`src/shared/can_debug_defs.svh`:
```
`ifndef CAN_DEBUG_DEFS_SVH
`define CAN_DEBUG_DEFS_SVH

// Register byte offsets
`define REG_MODULE_CTRL 8'h00
`define REG_STD_FILTER 8'h04
`define REG_EXT_FILTER 8'h08
`define REG_RXBUF_CFG 8'h0c
`define REG_TXBUF_CFG 8'h10
`define REG_BUF_ADDR 8'h14
`define REG_TXBUF_WORD0 8'h18
`define REG_STATUS 8'h1c

// Module control fields
`define MCR_ENABLE_BIT 27
`define MCR_NODE_HI 26
`define MCR_NODE_LO 24

// Standard filter element fields
`define SFE_ACTION_HI 29
`define SFE_ACTION_LO 27
`define SFE_ID1_HI 26
`define SFE_ID1_LO 16
`define SFE_ID2_HI 10
`define SFE_ID2_LO 0
`define SFE_ACTION_DEBUG 3'h7
`define SFE_ID2_DEBUG 11'h000

// Extended filter register: valid flag and 29-bit identifier
`define EXT_FILTER_VALID_BIT 31
`define EXT_FILTER_ID_HI 28
`define EXT_FILTER_ID_LO 0

// Transmit buffer word 0 fields
`define TXW0_EXT_BIT 30
`define TXW0_ID_HI 28
`define TXW0_ID_LO 0
`define STD_ID_SHIFT 18
`define STD_ID_HI 28
`define STD_ID_LO 18

// Debug buffer address register: word addresses
`define BUFADDR_RX_HI 15
`define BUFADDR_RX_LO 0
`define BUFADDR_TX_HI 31
`define BUFADDR_TX_LO 16
`define BUFCFG_ADDR_HI 17
`define BUFCFG_ADDR_LO 2

// Request and reply lengths in bytes
`define DLC_READ_REQ 4'h4
`define DLC_WRITE_REQ 4'h8
`define DLC_READ_REPLY 4'h4
`define DLC_WRITE_REPLY 4'h0

// Status fields
`define STAT_ACTIVE_BIT 0
`define STAT_BUSY_BIT 1
`define STAT_ADDR_OK_BIT 2
`define STAT_REFUSED_BIT 3
`define STAT_DROP_HI 15
`define STAT_DROP_LO 8
`define STAT_REPLY_HI 23
`define STAT_REPLY_LO 16

`define DEBUG_RXBUF_INDEX 1'b0
`define DEBUG_TXBUF_INDEX 1'b0

`endif

```
`src/shared/can_debug_pkg.sv`:
```
package can_debug_pkg;
  typedef logic [28:0] can_id_t;
  typedef logic [31:0] word_t;
  typedef logic [7:0] reg_addr_t;
  typedef logic [2:0] node_t;
  typedef enum logic [2:0] {
    ST_IDLE = 3'b001,
    ST_ACCESS = 3'b010,
    ST_REPLY = 3'b100
  } chan_state_t;
endpackage : can_debug_pkg

```
`src/rtl/debug_filter_match.sv`:
```
`timescale 1ns/1ns
`include "can_debug_defs.svh"
module debug_filter_match
  import can_debug_pkg::*;
(
  input wire logic [31:0] std_filter,
  input wire logic [31:0] ext_filter,
  input wire can_debug_pkg::can_id_t frame_id,
  input wire logic frame_ext,
  output logic hit
);
  logic std_hit;
  logic ext_hit;

  always_comb begin
    // [RULE_05] Action seven only
    // The filter type select field is not looked at.
    std_hit = (std_filter[`SFE_ACTION_HI:`SFE_ACTION_LO]
               == `SFE_ACTION_DEBUG);
    // [RULE_07] Secondary field zero
    std_hit = std_hit && (std_filter[`SFE_ID2_HI:`SFE_ID2_LO]
                          == `SFE_ID2_DEBUG);
    // [RULE_06] Identifier compare
    std_hit = std_hit && !frame_ext &&
              (frame_id[`SFE_ID1_HI - `SFE_ID1_LO:0]
               == std_filter[`SFE_ID1_HI:`SFE_ID1_LO]);
    // [RULE_03] Extended request identifier
    ext_hit = ext_filter[`EXT_FILTER_VALID_BIT] && frame_ext &&
              (frame_id ==
               ext_filter[`EXT_FILTER_ID_HI:`EXT_FILTER_ID_LO]);
    hit = std_hit || ext_hit;
  end
endmodule : debug_filter_match

```
`src/rtl/can_message_debug_channel.sv`:
```
// The plain strobed port and the address map were left to the implementer.
`timescale 1ns/1ns
`include "can_debug_defs.svh"
// Function
// [RULE_01] Each accepted request produces exactly one short reply frame.
// [RULE_02] Reply copies request format: classic or FD, with or without BRS.
// [RULE_03] Request and reply identifiers are separate, standard or extended.
// [RULE_04] Receive buffer 0 holds only debug requests.
// [RULE_05] Filter action 7 in bits 29:27 routes to debug; type ignored.
// [RULE_06] Filter bits 26:16 hold the request identifier to match.
// [RULE_07] Filter bits 10:0 must be zero for the debug rule.
// [RULE_08] Transmit buffer 0 word 0 bit 30 selects extended identifier.
// [RULE_09] Reply identifier in bits 28:0, standard ids shifted up 18.
// [RULE_10] Channel fills all other reply settings itself or from request.
// [RULE_11] Buffer address register omits two low bits of config addresses.
// [RULE_12] Control bits 26:24 select the CAN node for debug traffic.
// [RULE_13] Control bit 27 enables the channel; clear keeps it inactive.
// [RULE_14] Once enabled, a later port debugger attach is refused.
// [RULE_15] Enabling with port debugger attached leaves channel disabled.
// [RULE_16] No halt at reset vector through this channel.
// [RULE_17] Channel only on nodes of the first multi-node CAN module.
// [RULE_18] Host should give the reply identifier high bus priority.
// [RULE_19] Non-matching frames take the normal path, untouched by debug.
module can_message_debug_channel
  import can_debug_pkg::*;
(
  input wire logic clk,
  input wire logic rst,
  input wire can_debug_pkg::reg_addr_t reg_addr,
  input wire can_debug_pkg::word_t reg_wdata,
  input wire logic reg_wr,
  input wire logic reg_rd,
  output can_debug_pkg::word_t reg_rdata,
  input wire logic rx_valid,
  input wire can_debug_pkg::can_id_t rx_id,
  input wire logic rx_ext,
  input wire logic rx_fdf,
  input wire logic rx_brs,
  input wire logic [3:0] rx_dlc,
  input wire logic [63:0] rx_data,
  input wire can_debug_pkg::node_t rx_node,
  input wire logic rx_first_module,
  output logic norm_valid,
  output can_debug_pkg::can_id_t norm_id,
  output logic norm_ext,
  output logic [3:0] norm_dlc,
  output logic [63:0] norm_data,
  output logic tx_valid,
  input wire logic tx_ready,
  output can_debug_pkg::can_id_t tx_id,
  output logic tx_ext,
  output logic tx_fdf,
  output logic tx_brs,
  output logic [3:0] tx_dlc,
  output can_debug_pkg::word_t tx_data,
  output logic dbg_req,
  output can_debug_pkg::word_t dbg_addr,
  output can_debug_pkg::word_t dbg_wdata,
  output logic dbg_we,
  input wire logic dbg_ack,
  input wire can_debug_pkg::word_t dbg_rdata,
  input wire logic dap_attached,
  output logic dap_attach_block
);

  word_t mcr_r;
  word_t std_filter_r;
  word_t ext_filter_r;
  word_t rxbuf_cfg_r;
  word_t txbuf_cfg_r;
  word_t buf_addr_r;
  word_t txw0_r;
  logic enable_r;
  logic refused_r;
  logic [7:0] drop_cnt_r;
  logic [7:0] reply_cnt_r;
  chan_state_t state_r;
  chan_state_t state_nxt;
  // Receive buffer 0: two payload words of the pending request
  word_t rxbuf_r [2];
  logic req_write_r;
  logic req_fdf_r;
  logic req_brs_r;
  logic filter_hit;
  logic node_ok;
  logic addr_ok;
  logic debug_frame;
  logic accept;

  function automatic logic reg_hit(input reg_addr_t a, input reg_addr_t o);
    reg_hit = (a == o);
  endfunction : reg_hit

  function automatic can_id_t reply_id(input word_t w0);
    // [RULE_09] Left-aligned standard id
    if (w0[`TXW0_EXT_BIT]) begin
      reply_id = w0[`TXW0_ID_HI:`TXW0_ID_LO];
    end else begin
      reply_id = can_id_t'(w0[`STD_ID_HI:`STD_ID_LO]);
    end
  endfunction : reply_id

  debug_filter_match u_filter (
    .std_filter(std_filter_r),
    .ext_filter(ext_filter_r),
    .frame_id(rx_id),
    .frame_ext(rx_ext),
    .hit(filter_hit)
  );

  // [RULE_11] Word addresses versus byte addresses
  assign addr_ok = (buf_addr_r[`BUFADDR_RX_HI:`BUFADDR_RX_LO] ==
                    rxbuf_cfg_r[`BUFCFG_ADDR_HI:`BUFCFG_ADDR_LO]) &&
                   (buf_addr_r[`BUFADDR_TX_HI:`BUFADDR_TX_LO] ==
                    txbuf_cfg_r[`BUFCFG_ADDR_HI:`BUFCFG_ADDR_LO]);

  // [RULE_12] Node select
  // [RULE_17] First module only
  assign node_ok = rx_first_module &&
                   (rx_node == mcr_r[`MCR_NODE_HI:`MCR_NODE_LO]);

  // [RULE_13] Inactive unless enabled
  assign debug_frame = enable_r && addr_ok && node_ok && filter_hit;
  // A request that lands while one is in flight is dropped, so the
  // one-to-one pairing holds only for requests that were taken.
  assign accept = rx_valid && debug_frame && (state_r == ST_IDLE);

  // Register writes
  always_ff @(posedge clk or posedge rst) begin
    if (rst) begin
      mcr_r <= 32'h0000_0000;
      std_filter_r <= 32'h0000_0000;
      ext_filter_r <= 32'h0000_0000;
      rxbuf_cfg_r <= 32'h0000_0000;
      txbuf_cfg_r <= 32'h0000_0000;
      buf_addr_r <= 32'h0000_0000;
      txw0_r <= 32'h0000_0000;
    end else if (reg_wr) begin
      if (reg_hit(reg_addr, `REG_MODULE_CTRL)) begin
        mcr_r <= reg_wdata;
      end
      if (reg_hit(reg_addr, `REG_STD_FILTER)) begin
        std_filter_r <= reg_wdata;
      end
      if (reg_hit(reg_addr, `REG_EXT_FILTER)) begin
        ext_filter_r <= reg_wdata;
      end
      if (reg_hit(reg_addr, `REG_RXBUF_CFG)) begin
        rxbuf_cfg_r <= reg_wdata;
      end
      if (reg_hit(reg_addr, `REG_TXBUF_CFG)) begin
        txbuf_cfg_r <= reg_wdata;
      end
      if (reg_hit(reg_addr, `REG_BUF_ADDR)) begin
        buf_addr_r <= reg_wdata;
      end
      if (reg_hit(reg_addr, `REG_TXBUF_WORD0)) begin
        // [RULE_08] Only word 0 is kept
        txw0_r <= reg_wdata;
      end
    end
  end

  // Channel enable arbitration against the two-wire port
  always_ff @(posedge clk or posedge rst) begin
    if (rst) begin
      // [RULE_16] Disabled out of reset
      enable_r <= 1'b0;
      refused_r <= 1'b0;
    end else if (reg_wr && reg_hit(reg_addr, `REG_MODULE_CTRL)) begin
      if (reg_wdata[`MCR_ENABLE_BIT] && dap_attached && !enable_r) begin
        // [RULE_15] Port keeps priority
        enable_r <= 1'b0;
        refused_r <= 1'b1;
      end else begin
        // [RULE_13] Enable bit
        enable_r <= reg_wdata[`MCR_ENABLE_BIT];
        refused_r <= 1'b0;
      end
    end
  end

  // [RULE_14] Lock out later attach
  always_ff @(posedge clk or posedge rst) begin
    if (rst) begin
      dap_attach_block <= 1'b0;
    end else begin
      dap_attach_block <= enable_r;
    end
  end

  // Register reads: data stand one cycle after the strobe
  always_ff @(posedge clk or posedge rst) begin
    if (rst) begin
      reg_rdata <= 32'h0000_0000;
    end else if (reg_rd) begin
      unique case (reg_addr)
        `REG_MODULE_CTRL: begin
          reg_rdata <= {mcr_r[31:`MCR_ENABLE_BIT + 1], enable_r,
                        mcr_r[`MCR_NODE_HI:0]};
        end
        `REG_STD_FILTER: begin
          reg_rdata <= std_filter_r;
        end
        `REG_EXT_FILTER: begin
          reg_rdata <= ext_filter_r;
        end
        `REG_RXBUF_CFG: begin
          reg_rdata <= rxbuf_cfg_r;
        end
        `REG_TXBUF_CFG: begin
          reg_rdata <= txbuf_cfg_r;
        end
        `REG_BUF_ADDR: begin
          reg_rdata <= buf_addr_r;
        end
        `REG_TXBUF_WORD0: begin
          reg_rdata <= txw0_r;
        end
        `REG_STATUS: begin
          reg_rdata <= {8'h00, reply_cnt_r, drop_cnt_r, 4'h0, refused_r,
                        addr_ok, (state_r != ST_IDLE), enable_r};
        end
        default: begin
          reg_rdata <= 32'h0000_0000;
        end
      endcase
    end else begin
      reg_rdata <= 32'h0000_0000;
    end
  end

  // [RULE_04] Store request in buffer 0
  always_ff @(posedge clk or posedge rst) begin
    if (rst) begin
      rxbuf_r[0] <= 32'h0000_0000;
      rxbuf_r[1] <= 32'h0000_0000;
      req_write_r <= 1'b0;
      req_fdf_r <= 1'b0;
      req_brs_r <= 1'b0;
    end else if (accept) begin
      rxbuf_r[0] <= rx_data[31:0];
      rxbuf_r[1] <= rx_data[63:32];
      req_write_r <= (rx_dlc == `DLC_WRITE_REQ);
      req_fdf_r <= rx_fdf;
      req_brs_r <= rx_fdf && rx_brs;
    end
  end

  // [RULE_19] Normal receive path
  always_ff @(posedge clk or posedge rst) begin
    if (rst) begin
      norm_valid <= 1'b0;
      norm_id <= 29'h0000000;
      norm_ext <= 1'b0;
      norm_dlc <= 4'h0;
      norm_data <= 64'h0000_0000_0000_0000;
    end else begin
      norm_valid <= rx_valid && !debug_frame;
      if (rx_valid && !debug_frame) begin
        norm_id <= rx_id;
        norm_ext <= rx_ext;
        norm_dlc <= rx_dlc;
        norm_data <= rx_data;
      end
    end
  end

  always_comb begin
    state_nxt = state_r;
    unique case (state_r)
      ST_IDLE: begin
        if (accept) begin
          state_nxt = ST_ACCESS;
        end
      end
      ST_ACCESS: begin
        if (dbg_ack) begin
          state_nxt = ST_REPLY;
        end
      end
      ST_REPLY: begin
        // [RULE_01] One reply, then idle
        if (tx_ready) begin
          state_nxt = ST_IDLE;
        end
      end
      default: begin
        state_nxt = ST_IDLE;
      end
    endcase
  end

  always_ff @(posedge clk or posedge rst) begin
    if (rst) begin
      state_r <= ST_IDLE;
    end else begin
      state_r <= state_nxt;
    end
  end

  // Debug access bus towards the on-chip debug system
  always_ff @(posedge clk or posedge rst) begin
    if (rst) begin
      dbg_req <= 1'b0;
      dbg_addr <= 32'h0000_0000;
      dbg_wdata <= 32'h0000_0000;
      dbg_we <= 1'b0;
    end else begin
      dbg_req <= (state_nxt == ST_ACCESS);
      if (accept) begin
        dbg_addr <= rx_data[31:0];
        dbg_wdata <= rx_data[63:32];
        dbg_we <= (rx_dlc == `DLC_WRITE_REQ);
      end
    end
  end

  // Reply frame built in transmit buffer 0
  always_ff @(posedge clk or posedge rst) begin
    if (rst) begin
      tx_valid <= 1'b0;
      tx_id <= 29'h0000000;
      tx_ext <= 1'b0;
      tx_fdf <= 1'b0;
      tx_brs <= 1'b0;
      tx_dlc <= 4'h0;
      tx_data <= 32'h0000_0000;
    end else if (state_r == ST_ACCESS && dbg_ack) begin
      tx_valid <= 1'b1;
      // [RULE_08] Identifier format
      tx_ext <= txw0_r[`TXW0_EXT_BIT];
      // [RULE_09] Reply identifier
      tx_id <= reply_id(txw0_r);
      // [RULE_02] Copy request format
      tx_fdf <= req_fdf_r;
      tx_brs <= req_brs_r;
      // [RULE_10] Generated length and data
      tx_dlc <= req_write_r ? `DLC_WRITE_REPLY : `DLC_READ_REPLY;
      tx_data <= req_write_r ? 32'h0000_0000 : dbg_rdata;
    end else if (state_r == ST_REPLY && tx_ready) begin
      tx_valid <= 1'b0;
    end
  end

  // Counters saturate so software sees a stuck channel, not a wrap.
  always_ff @(posedge clk or posedge rst) begin
    if (rst) begin
      drop_cnt_r <= 8'h00;
    end else if (rx_valid && debug_frame && state_r != ST_IDLE &&
                 drop_cnt_r != 8'hff) begin
      drop_cnt_r <= drop_cnt_r + 8'h01;
    end
  end

  always_ff @(posedge clk or posedge rst) begin
    if (rst) begin
      reply_cnt_r <= 8'h00;
    end else if (state_r == ST_REPLY && tx_ready &&
                 reply_cnt_r != 8'hff) begin
      reply_cnt_r <= reply_cnt_r + 8'h01;
    end
  end

endmodule : can_message_debug_channel

```
`config.mk`:
```
export PLATFORM = sky130hd
export DESIGN_NAME = can_message_debug_channel
export DESIGN_NICKNAME = d
export VERILOG_FILES = /design/src/shared/can_debug_pkg.sv /design/src/rtl/debug_filter_match.sv /design/src/rtl/can_message_debug_channel.sv
export VERILOG_INCLUDE_DIRS = /design/src /design/src/shared
export SDC_FILE = /design/constraint.sdc
export NUM_CORES = 1
export LEC_CHECK = 0
export ABC_AREA = 1
export BUFFER_PORTS_ARGS = -buffer_cell sky130_fd_sc_hd__buf_2
export CORE_ASPECT_RATIO = 1.1
export CORE_UTILIZATION = 25
export CTS_CLUSTER_DIAMETER = 150
export CTS_CLUSTER_SIZE = 10
export DETAILED_ROUTE_END_ITERATION = 10
export PLACE_DENSITY_LB_ADDON = 0.1
export REMOVE_ABC_BUFFERS = 1
export SYNTH_ARGS = -nofsm -noshare
export SYNTH_HDL_FRONTEND = slang
export SYNTH_HIERARCHICAL = 1
export SYNTH_SLANG_ARGS = --single-unit
```
`constraint.sdc`:
```
create_clock -name clk -period 24.8 [get_ports clk]
set_input_delay 4.96 -clock clk [delete_from_list [all_inputs] [get_ports clk]]
set_output_delay 4.96 -clock clk [all_outputs]
set_load 0.01 [all_outputs]
```
# --- Yosys cells after proc, flatten, opt, wreduce, memory -nomap -nowiden ---
# Cells that the tools add are included.
classes:
  n_mux: 13
  n_eq_ne: 21
  n_reduce_logical: 36
  addsub: 2
ops:
  columns: ["op", "count"]
  rows:
  - ["32-bit case mux with 8 select lines", 1]
  - ["32-bit 2-to-1 mux", 2]
  - ["16-bit equality test", 2]
  - ["8-bit by 5-bit equality test with 1-bit output (second input constant)", 4]
  - ["29-bit equality test", 1]
  - ["29-bit 2-to-1 mux", 1]
  - ["1-bit logical AND", 22]
  - ["8-bit by 1-bit adder with 8-bit output (second input constant)", 2]
  - ["8-bit by 4-bit equality test with 1-bit output (second input constant)", 2]
  - ["8-bit inequality test (second input constant)", 2]
  - ["2-bit AND reduction", 7]
  - ["3-bit 2-to-1 mux", 4]
  - ["11-bit equality test", 1]
  - ["11-bit logical NOT", 1]
  - ["3-bit case mux with 3 select lines", 1]
  - ["8-bit by 3-bit equality test with 1-bit output (second input constant)", 1]
  - ["8-bit logical NOT", 1]
  - ["3-bit by 2-bit equality test with 1-bit output (second input constant)", 2]
  - ["3-bit equality test (second input constant)", 2]
  - ["4-bit equality test (second input constant)", 1]
  - ["1-bit 2-to-1 mux", 4]
  - ["3-bit by 1-bit equality test with 1-bit output (second input constant)", 1]
  - ["3-bit equality test", 1]
  - ["1-bit logical NOT", 3]
  - ["3 further kinds", 3]
word_totals:
  register_bits: 514
  output_inout_bits: 267
  inputBits: 184
  elab_cells: 104

# --- Logic depth before layout (Yosys ltp) ---
# Gate-level depths: netlist of run 1.
logic_depth:
  ltp_word: 11
  ltp_mapped: 19
  mapped_depth_nobuf: 18

# --- Modules after synthesis ---
# Netlist of run 1, hierarchy kept.
by_module_without_submodules:
  columns: ["module", "cells_per_inst", "area_each_um2", "seq_area_each_um2", "instances"]
  rows:
  - ["can_message_debug_channel", 2287, 20729.9, 12763.5, 1]
  - ["debug_filter_match", 179, 770.7, 0.0, 1]

# --- Least setup slack after synthesis of run 1 ---
# OpenSTA, ideal clock, no wires.
synth_timing:
  kind: "in2reg"
  from: "in rx_id[8]"
  to: "reg dbg_addr[0]"
  required_ns: 24.670
  path_buffers: 2
  stages: 18
  slack_ns: 18.116
  t_arrival_ns: 6.554
  setup_ns: 0.130
  path_cell_list: "inv_2 > nor2_1 > nor2_1 > nand2_1 > nor2_1 > nand2_1 > nor2_1 > nand2_1 > nand2_1 > nand3_1 > nor3_1 > nand4_2 > nor2_4 > inv_2 > buf_6 > buf_6 > nand2_1 > o21ai_1"
synth_between:
  elab_chain_len: 6
  word_cells_on_any_way: 8
  cone_classes: "eq/ne (2); reduce/logical (6)"
synth_lines:
  columns: ["item", "line_no", "source"]
  rows:
  - ["start: declaration", "can_message_debug_channel.sv:35", "input wire can_debug_pkg::can_id_t rx_id,"]
  - ["29-bit equality test / 11-bit equality test (equally long branches)", "debug_filter_match.sv:29, debug_filter_match.sv:25", null]
  - ["1-bit logical AND, on equally long branches", "debug_filter_match.sv:28, debug_filter_match.sv:24", null]
  - ["1-bit logical OR *", "debug_filter_match.sv:31", "hit = std_hit || ext_hit;"]
  - ["via filter_hit", "can_message_debug_channel.sv:84", "logic filter_hit;"]
  - ["1-bit logical AND *", "can_message_debug_channel.sv:123", "assign debug_frame = enable_r && addr_ok && node_ok && filter_hit;"]
  - ["1-bit logical AND * (2 in series)", "can_message_debug_channel.sv:126", "assign accept = rx_valid && debug_frame && (state_r == ST_IDLE);"]
  - ["end signal: assignment", "can_message_debug_channel.sv:312", "dbg_addr <= rx_data[31:0];"]
  - ["end: declaration", "can_message_debug_channel.sv:57", "output can_debug_pkg::word_t dbg_addr,"]
# Mark *: on every way through the listed nets, which the timed path passes. The rest lies on a longest branch.
# A chain may end at the register's enable or synchronous reset.

# --- Worst setup path after layout of run 1 ---
layout_timing:
  from: "in rx_id[28]"
  to: "reg norm_data[14]"
layout_between:
  elab_chain_len: 6
layout_lines:
  columns: ["item", "line_no", "source"]
  rows:
  - ["29-bit equality test", "debug_filter_match.sv:29", "(frame_id =="]
  - ["1-bit logical AND", "debug_filter_match.sv:28", "ext_hit = ext_filter[`EXT_FILTER_VALID_BIT] && frame_ext &&"]
  - ["1-bit logical OR", "debug_filter_match.sv:31", null]
  - ["via filter_hit", "can_message_debug_channel.sv:84", null]
  - ["1-bit logical AND", "can_message_debug_channel.sv:123", null]
  - ["1-bit logical NOT", "can_message_debug_channel.sv:260", "if (rx_valid && !debug_frame) begin"]
  - ["1-bit logical AND", "can_message_debug_channel.sv:260", null]
  - ["end signal: assignment", "can_message_debug_channel.sv:264", "norm_data <= rx_data;"]
  - ["end: declaration", "can_message_debug_channel.sv:47", "output logic [63:0] norm_data,"]
# The timed path passes the listed nets, and every way through them passes these cells.

==> results of run 1 <==
[stage by stage]
stage | instances | power, mW | area, um^2
2_1_floorplan | 2349 | 0.972 | 21000
6_report | 4033 | 1.79 | 26400
5_1_grt | 4032 | 1.87 | 26400
4_1_cts | 4031 | 1.82 | 26400
3_3_place_gp | 3960 | 1.05 | 24800
3_5_place_dp | 3960 | 1.05 | 24800
[per-layer routing]
metal,up-vias,part of all wire (%),GRT usage (%)
li1,8664,-,-
met1,8620,44,24.9
met2,593,47,31.3
met3,114,6.2,3.38
met4,8,2.9,5.80
met5,-,0.061,0
[power by group through the flow]
stage               registers [mW]  logic [mW]  clock network [mW]
finish                       0.892       0.137               0.756
global route                 0.896       0.156               0.816
CTS                          0.892       0.141               0.787
detailed placement           0.907       0.140                   0
global placement             0.907       0.139                   0
floorplan                    0.905      0.0669                   0
[final cells by class]
cell class                 instances  area (um^2)  share of cell area, %
antenna                            2         5.00                 0.0190
clock buffer                      70         1500                   5.68
clock inverter                     1         16.3                 0.0617
inverter                         272         1030                   3.91
multi-input combinational       1567         7190                   27.3
sequential                       510        12800                   48.4
tap                             1140         1430                   5.41
timing repair buffer             471         2430                   9.22
[sequential cells by signal, indices dropped and copies added, names as in the netlist, 8 cells and up]
signal        count
buf_addr_r       32
dbg_addr         32
dbg_wdata        32
drop_cnt_r        8
ext_filter_r     32
mcr_r            31
norm_data        64
norm_id          29
reg_rdata        32
reply_cnt_r       8
rxbuf_cfg_r      32
std_filter_r     32
tx_data          32
tx_id            29
txbuf_cfg_r      32
txw0_r           32
[cell families after synthesis]
family,Yosys count,share of synthesized area (%)
simple gates,974,17.6
buf+inv,391,7.33
fa+ha+maj,2,0.116
compound gates,543,13.7
flops,510,59.4
xor+xnor,45,1.83
other cells,1,0.0174
[critical path: cells and delay by family]
kind / cells / cell delay, ns
and+or+nand+nor: 10 / 1.77
buffers and inverters: 4 / 1.27
AOI/OAI and AO/OA: 2 / 0.28
[cells in the final DEF (no fill, tap or decap), drive strengths merged, types with 5 or more instances in the layout]
cell and instances:
nand2 850, dfrtp 509, buf 471, o21ai 442, inv 272, nor2 71
clkbuf 70, xnor2 33, a21oi 32, a221oi 22, nand4 19, nand3 17
a31oi 13, nor3 13, xor2 12, o22ai 12, a211oi 8, a41oi 5
[worst paths after layout]
| check | startpoint | slack [ns] | to | depth (start not counted) |
|---|---|---|---|---|
| min in group asynchronous | rst | 4.47 | norm_data[24] | 2 |
| worst max-delay path | rx_id[28] | 16.90 | norm_data[14] | 16 |
| max in group asynchronous | rst | 17.17 | buf_addr_r[31] | 5 |
| worst min register to register | req_fdf_r | 0.47 | req_fdf_r | 2 |
| worst min-delay path | req_fdf_r | 0.47 | req_fdf_r | 2 |
| worst max register to register | ext_filter_r[9] | 20.77 | norm_data[14] | 15 |
==> flow_summary.json, run 1 <==
{
  "first_pass_iters": 5,
  "clock_path_buffers": 3,
  "rows": 112,
  "n_fill_cell": 9139,
  "dieArea_um2": 87200,
  "yosysMostFrequentCell": "nand2_1",
  "worst_ep_required_time_ns": 25.27,
  "hold_viol": 0,
  "die_height_um": 310,
  "area_growth_pct": 22.6,
  "nets": 3064,
  "status": "finished clean",
  "yosysTopAreaCell": "dfrtp_1",
  "cts_htree_levels": 2,
  "p_sw_mw": 0.460,
  "fin_ws_ns": 16.90,
  "drv_slew": 0,
  "die_width_um": 282,
  "initial_core_util_pct": 25.3,
  "avgSynthCellArea_um2": 8.72,
  "gp_congestion": 0.784,
  "port-buffer-count": 447,
  "synth_common_cells": "nand2_1 (849), dfrtp_1 (509), o21ai_0 (377)",
  "drt-total-wl_um": 83100,
  "crit_type": "input port to register",
  "clock_power_share_pct": 42.4,
  "tightestPinTransition_ns": 1.14,
  "grt_start_max_net_pins": 147,
  "cts.sinks": 510,
  "cap_viol_max_count": 0,
  "hold-worst-slack_ns": 0.469,
  "dp.final_hpwl_um": 57000,
  "io_pins": 451,
  "clkSlewWorstSetupHoldPaths_ns": 0.06,
  "ant_nets": 0,
  "ys_seq_elements": 510,
  "setup_viol": 0,
  "fin_skew_ns": 0.0292,
  "via_per_inst": 4.46,
  "gr-total-overflow": 0,
  "tritoncts": "built",
  "fin_setup_tns_ns": 0,
  "worst_ep_arrival_time_ns": 8.37,
  "post_cts_buffers": 0,
  "grt_pass1_wl_um": 121000,
  "ys_types": 44,
  "power.leakage_nw": 13.4,
  "critPathMaxStageDelay_ns": 0.63,
  "clock-root-buffer": "clkbuf_16",
  "relSlewSlack_pct": 23.6,
  "synth_warnings": 6,
  "p_comb_share_pct": 7.7,
  "antenna_found_initial": 8,
  "cts_hold_buffers": 0,
  "cts_buffers": 56,
  "seqPwrFrac_pct": 50.0,
  "cp_slowest_cell": "buf_4",
  "ys_seq_area_share_pct": 59.4,
  "vias": 18000,
  "drt_iter0_drc": 1528,
  "clk_latency_ns": 0.63,
  "synth_edf_count": 0,
  "syn_inst": 2466,
  "max_freq_mhz": 127,
  "cts_resized": 0,
  "synth_top_area_share_pct": 59.2,
  "p_int_mw": 1.32,
  "swShare_pct": 25.8,
  "startpoint_type": "input port",
  "drive_gt1_share_pct": 19.8,
  "path_cells": "buf_2, inv_1, nand2_1, o21ai_1, nor2_1, nand3_1, nor2_1, nand2_1, nand2_1, nand3_1, nor3_1, nand3_1, nand2_4, buf_4, buf_4, o21ai_0",
  "preCtsSetupSlack_ns": 16.20,
  "ys.flop_type": "dfrtp_1",
  "syn_area_um2": 21500,
  "rsz0062_at_grt": "no",
  "yosys-top-cells-area": "dfrtp_1 (59%), nand2_1 (15%), o21ai_0 (8.8%)",
  "period_needed_ns": 7.90,
  "wl_per_cell_um": 20.6,
  "hp-class": "register to register",
  "endpoint_kind": "register",
  "finalCritPeriodShare_pct": 31.9,
  "grt_pass1_vias": 17700,
  "async_reset_ff_share_pct": 100,
  "grt_use_total_pct": 18.9,
  "path_max_fanout": 76,
  "power_density_nw_per_um2": 67.7,
  "drc_errors": 0,
  "ir_drop_mv": 0.0464,
  "design.core.area_um2": 85100,
  "utilization_pct": 31.0
}
Power figures use the tool's default switching activity.
==> run 2: changes to the inputs <==
==> constraint.sdc (replaced) <==
create_clock -name clk -period 7.96 [get_ports clk]
set_input_delay 1.592 -clock clk [delete_from_list [all_inputs] [get_ports clk]]
set_output_delay 1.592 -clock clk [all_outputs]
set_load 0.01 [all_outputs]
==> run 2 against run 1 <==
  * First-iteration DRC count down 18%
  * Clock power rose to 3.1 times the previous value
  * Via count up 0.32%
  * Sequential share of layout area about the same
  * Setup slack worse by 14 ns
  * Power rose to 3.1 times the previous value
  * Flip-flop and latch count unchanged
  * Sequential power rose to 3.1 times the previous value
  * Register-to-register slack worse by 17 ns
  * Final area about the same
  * Count of clock-buffer cells in the layout down 2
  * Critical path depth down 4
  * Highest routed layer unchanged
==> flow_summary.json, run 2 (synthesized netlist as in run 1, its figures left out) <==
{
  "path_max_fanout": 88,
  "port-buffer-count": 447,
  "rows": 112,
  "fin_skew_ns": 0.0278,
  "cts_hold_buffers": 0,
  "clkSlewWorstSetupHoldPaths_ns": 0.06,
  "power_density_nw_per_um2": 210,
  "r2r_setup_slack_ns": 3.99,
  "tritoncts": "built",
  "cap_viol_max_count": 0,
  "via_per_inst": 4.47,
  "first_pass_iters": 5,
  "tightestPinTransition_ns": 1.16,
  "hp-class": "register to register",
  "regMostFlops": "norm_data",
  "setup_viol": 0,
  "post_cts_buffers": 0,
  "finalCritPeriodShare_pct": 58.7,
  "fin_ws_ns": 3.29,
  "design.core.area_um2": 85100,
  "wl_per_cell_um": 20.7,
  "endpoint_kind": "register",
  "die_height_um": 310,
  "worst_ep_required_time_ns": 8.43,
  "startpoint_type": "input port",
  "initial_core_util_pct": 25.3,
  "drv_slew": 0,
  "r2r_end": "norm_data[53]",
  "hold_viol": 0,
  "drc_errors": 0,
  "layout_commonest_cell": "nand2_1",
  "critPathCapture": "norm_data[53]",
  "vias": 18100,
  "cts_htree_levels": 2,
  "preCtsSetupSlack_ns": 2.54,
  "clock_path_buffers": 3,
  "layout.area.seq_um2": 12800,
  "cts_buffers": 56,
  "drt_iter0_drc": 1256,
  "crit_type": "input port to register",
  "grt_start_max_net_pins": 132,
  "largest_reg_flops": 64,
  "fin_setup_tns_ns": 0,
  "final_cell_mix": "nand2_1 (844), dfrtp_1 (509), buf_2 (447)",
  "drive_gt1_share_pct": 19.8,
  "gp_congestion": 0.782,
  "power.leakage_nw": 13.4,
  "drt-total-wl_um": 83400,
  "reg2reg_depth": 11,
  "grt_pass1_vias": 18000,
  "period_needed_ns": 4.67,
  "relSlewSlack_pct": 22.6,
  "rsz0062_at_grt": "no",
  "grt_use_total_pct": 18.9,
  "r2r_start": "std_filter_r[10]",
  "clk_latency_ns": 0.63,
  "cts_resized": 0,
  "max_freq_mhz": 214,
  "nets": 3066,
  "hold-worst-slack_ns": 0.464,
  "cp-startpoint": "rx_ext",
  "ant_nets": 0,
  "antenna_found_initial": 8,
  "clock-root-buffer": "clkbuf_16",
  "area_growth_pct": 22.6,
  "utilization_pct": 31.0,
  "cts.sinks": 510,
  "dp.final_hpwl_um": 57800,
  "status": "finished clean",
  "multi_input_area_um2": 7190,
  "ir_drop_mv": 0.156,
  "n_fill_cell": 9210,
  "dieArea_um2": 87200,
  "io_pins": 451,
  "gr-total-overflow": 0,
  "die_width_um": 282,
  "worst_ep_arrival_time_ns": 5.14,
  "grt_pass1_wl_um": 122000
}
[run 2: worst min-delay path by stage]
stage | startpoint | to | cells after the start
CTS | reply_cnt_r[4] | reply_cnt_r[4] | 1
floorplan | enable_r | dap_attach_block | 0
global placement | req_fdf_r | tx_fdf | 2
detailed placement | reply_cnt_r[4] | reply_cnt_r[4] | 1
global route | reply_cnt_r[4] | reply_cnt_r[4] | 1
finish | req_fdf_r | tx_fdf | 2
[run 2: area by class of cell]
| cell class | count | share of cell area [%] |
|---|---|---|
| Antenna cell | 2 | 0.0190 |
| Clock buffer | 68 | 5.49 |
| Tap cell | 1140 | 5.41 |
| Inverter | 272 | 3.91 |
| Sequential cell | 510 | 48.4 |
| Clock inverter | 3 | 0.171 |
| Multi-Input combinational cell | 1567 | 27.3 |
| Timing Repair Buffer | 473 | 9.28 |
[run 2: stage by stage]
| step | power (mW) | cells | area, um^2 |
|---|---|---|---|
| after floorplan | 3.03 | 2349 | 21000 |
| after global placement | 3.26 | 3962 | 24900 |
| after detailed placement | 3.26 | 3962 | 24900 |
| after CTS | 5.64 | 4033 | 26300 |
| after global routing | 5.77 | 4034 | 26400 |
| final | 5.53 | 4035 | 26400 |
[run 2: power by group]
part | switching, mW | total (mW) | internal (mW) | leakage (nW)
Combinational | 0.282 | 0.426 | 0.143 | 5.85
Clock | 1.06 | 2.32 | 1.26 | 0.725
Sequential | 0.0860 | 2.78 | 2.69 | 6.84
[run 2: worst max-delay path, stage by stage]
cell     delay (ns)
buf_2          0.15
nor3b_1        0.34
nand4_1        0.33
nor2_1         0.17
nand2_1        0.06
nand2_1        0.16
nand3_1        0.10
nor3_1         0.29
nand3_1        0.19
nand2_4        0.63
buf_4          0.81
o21ai_0        0.20
[run 2: layer usage]
metal	track usage, %	vias up	part of all wire [%]
met2	32.4	523	48
met5	0	-	0.043
met3	2.99	103	5.2
li1	-	8650	-
met1	24.9	8774	44
met4	4.60	6	2.2
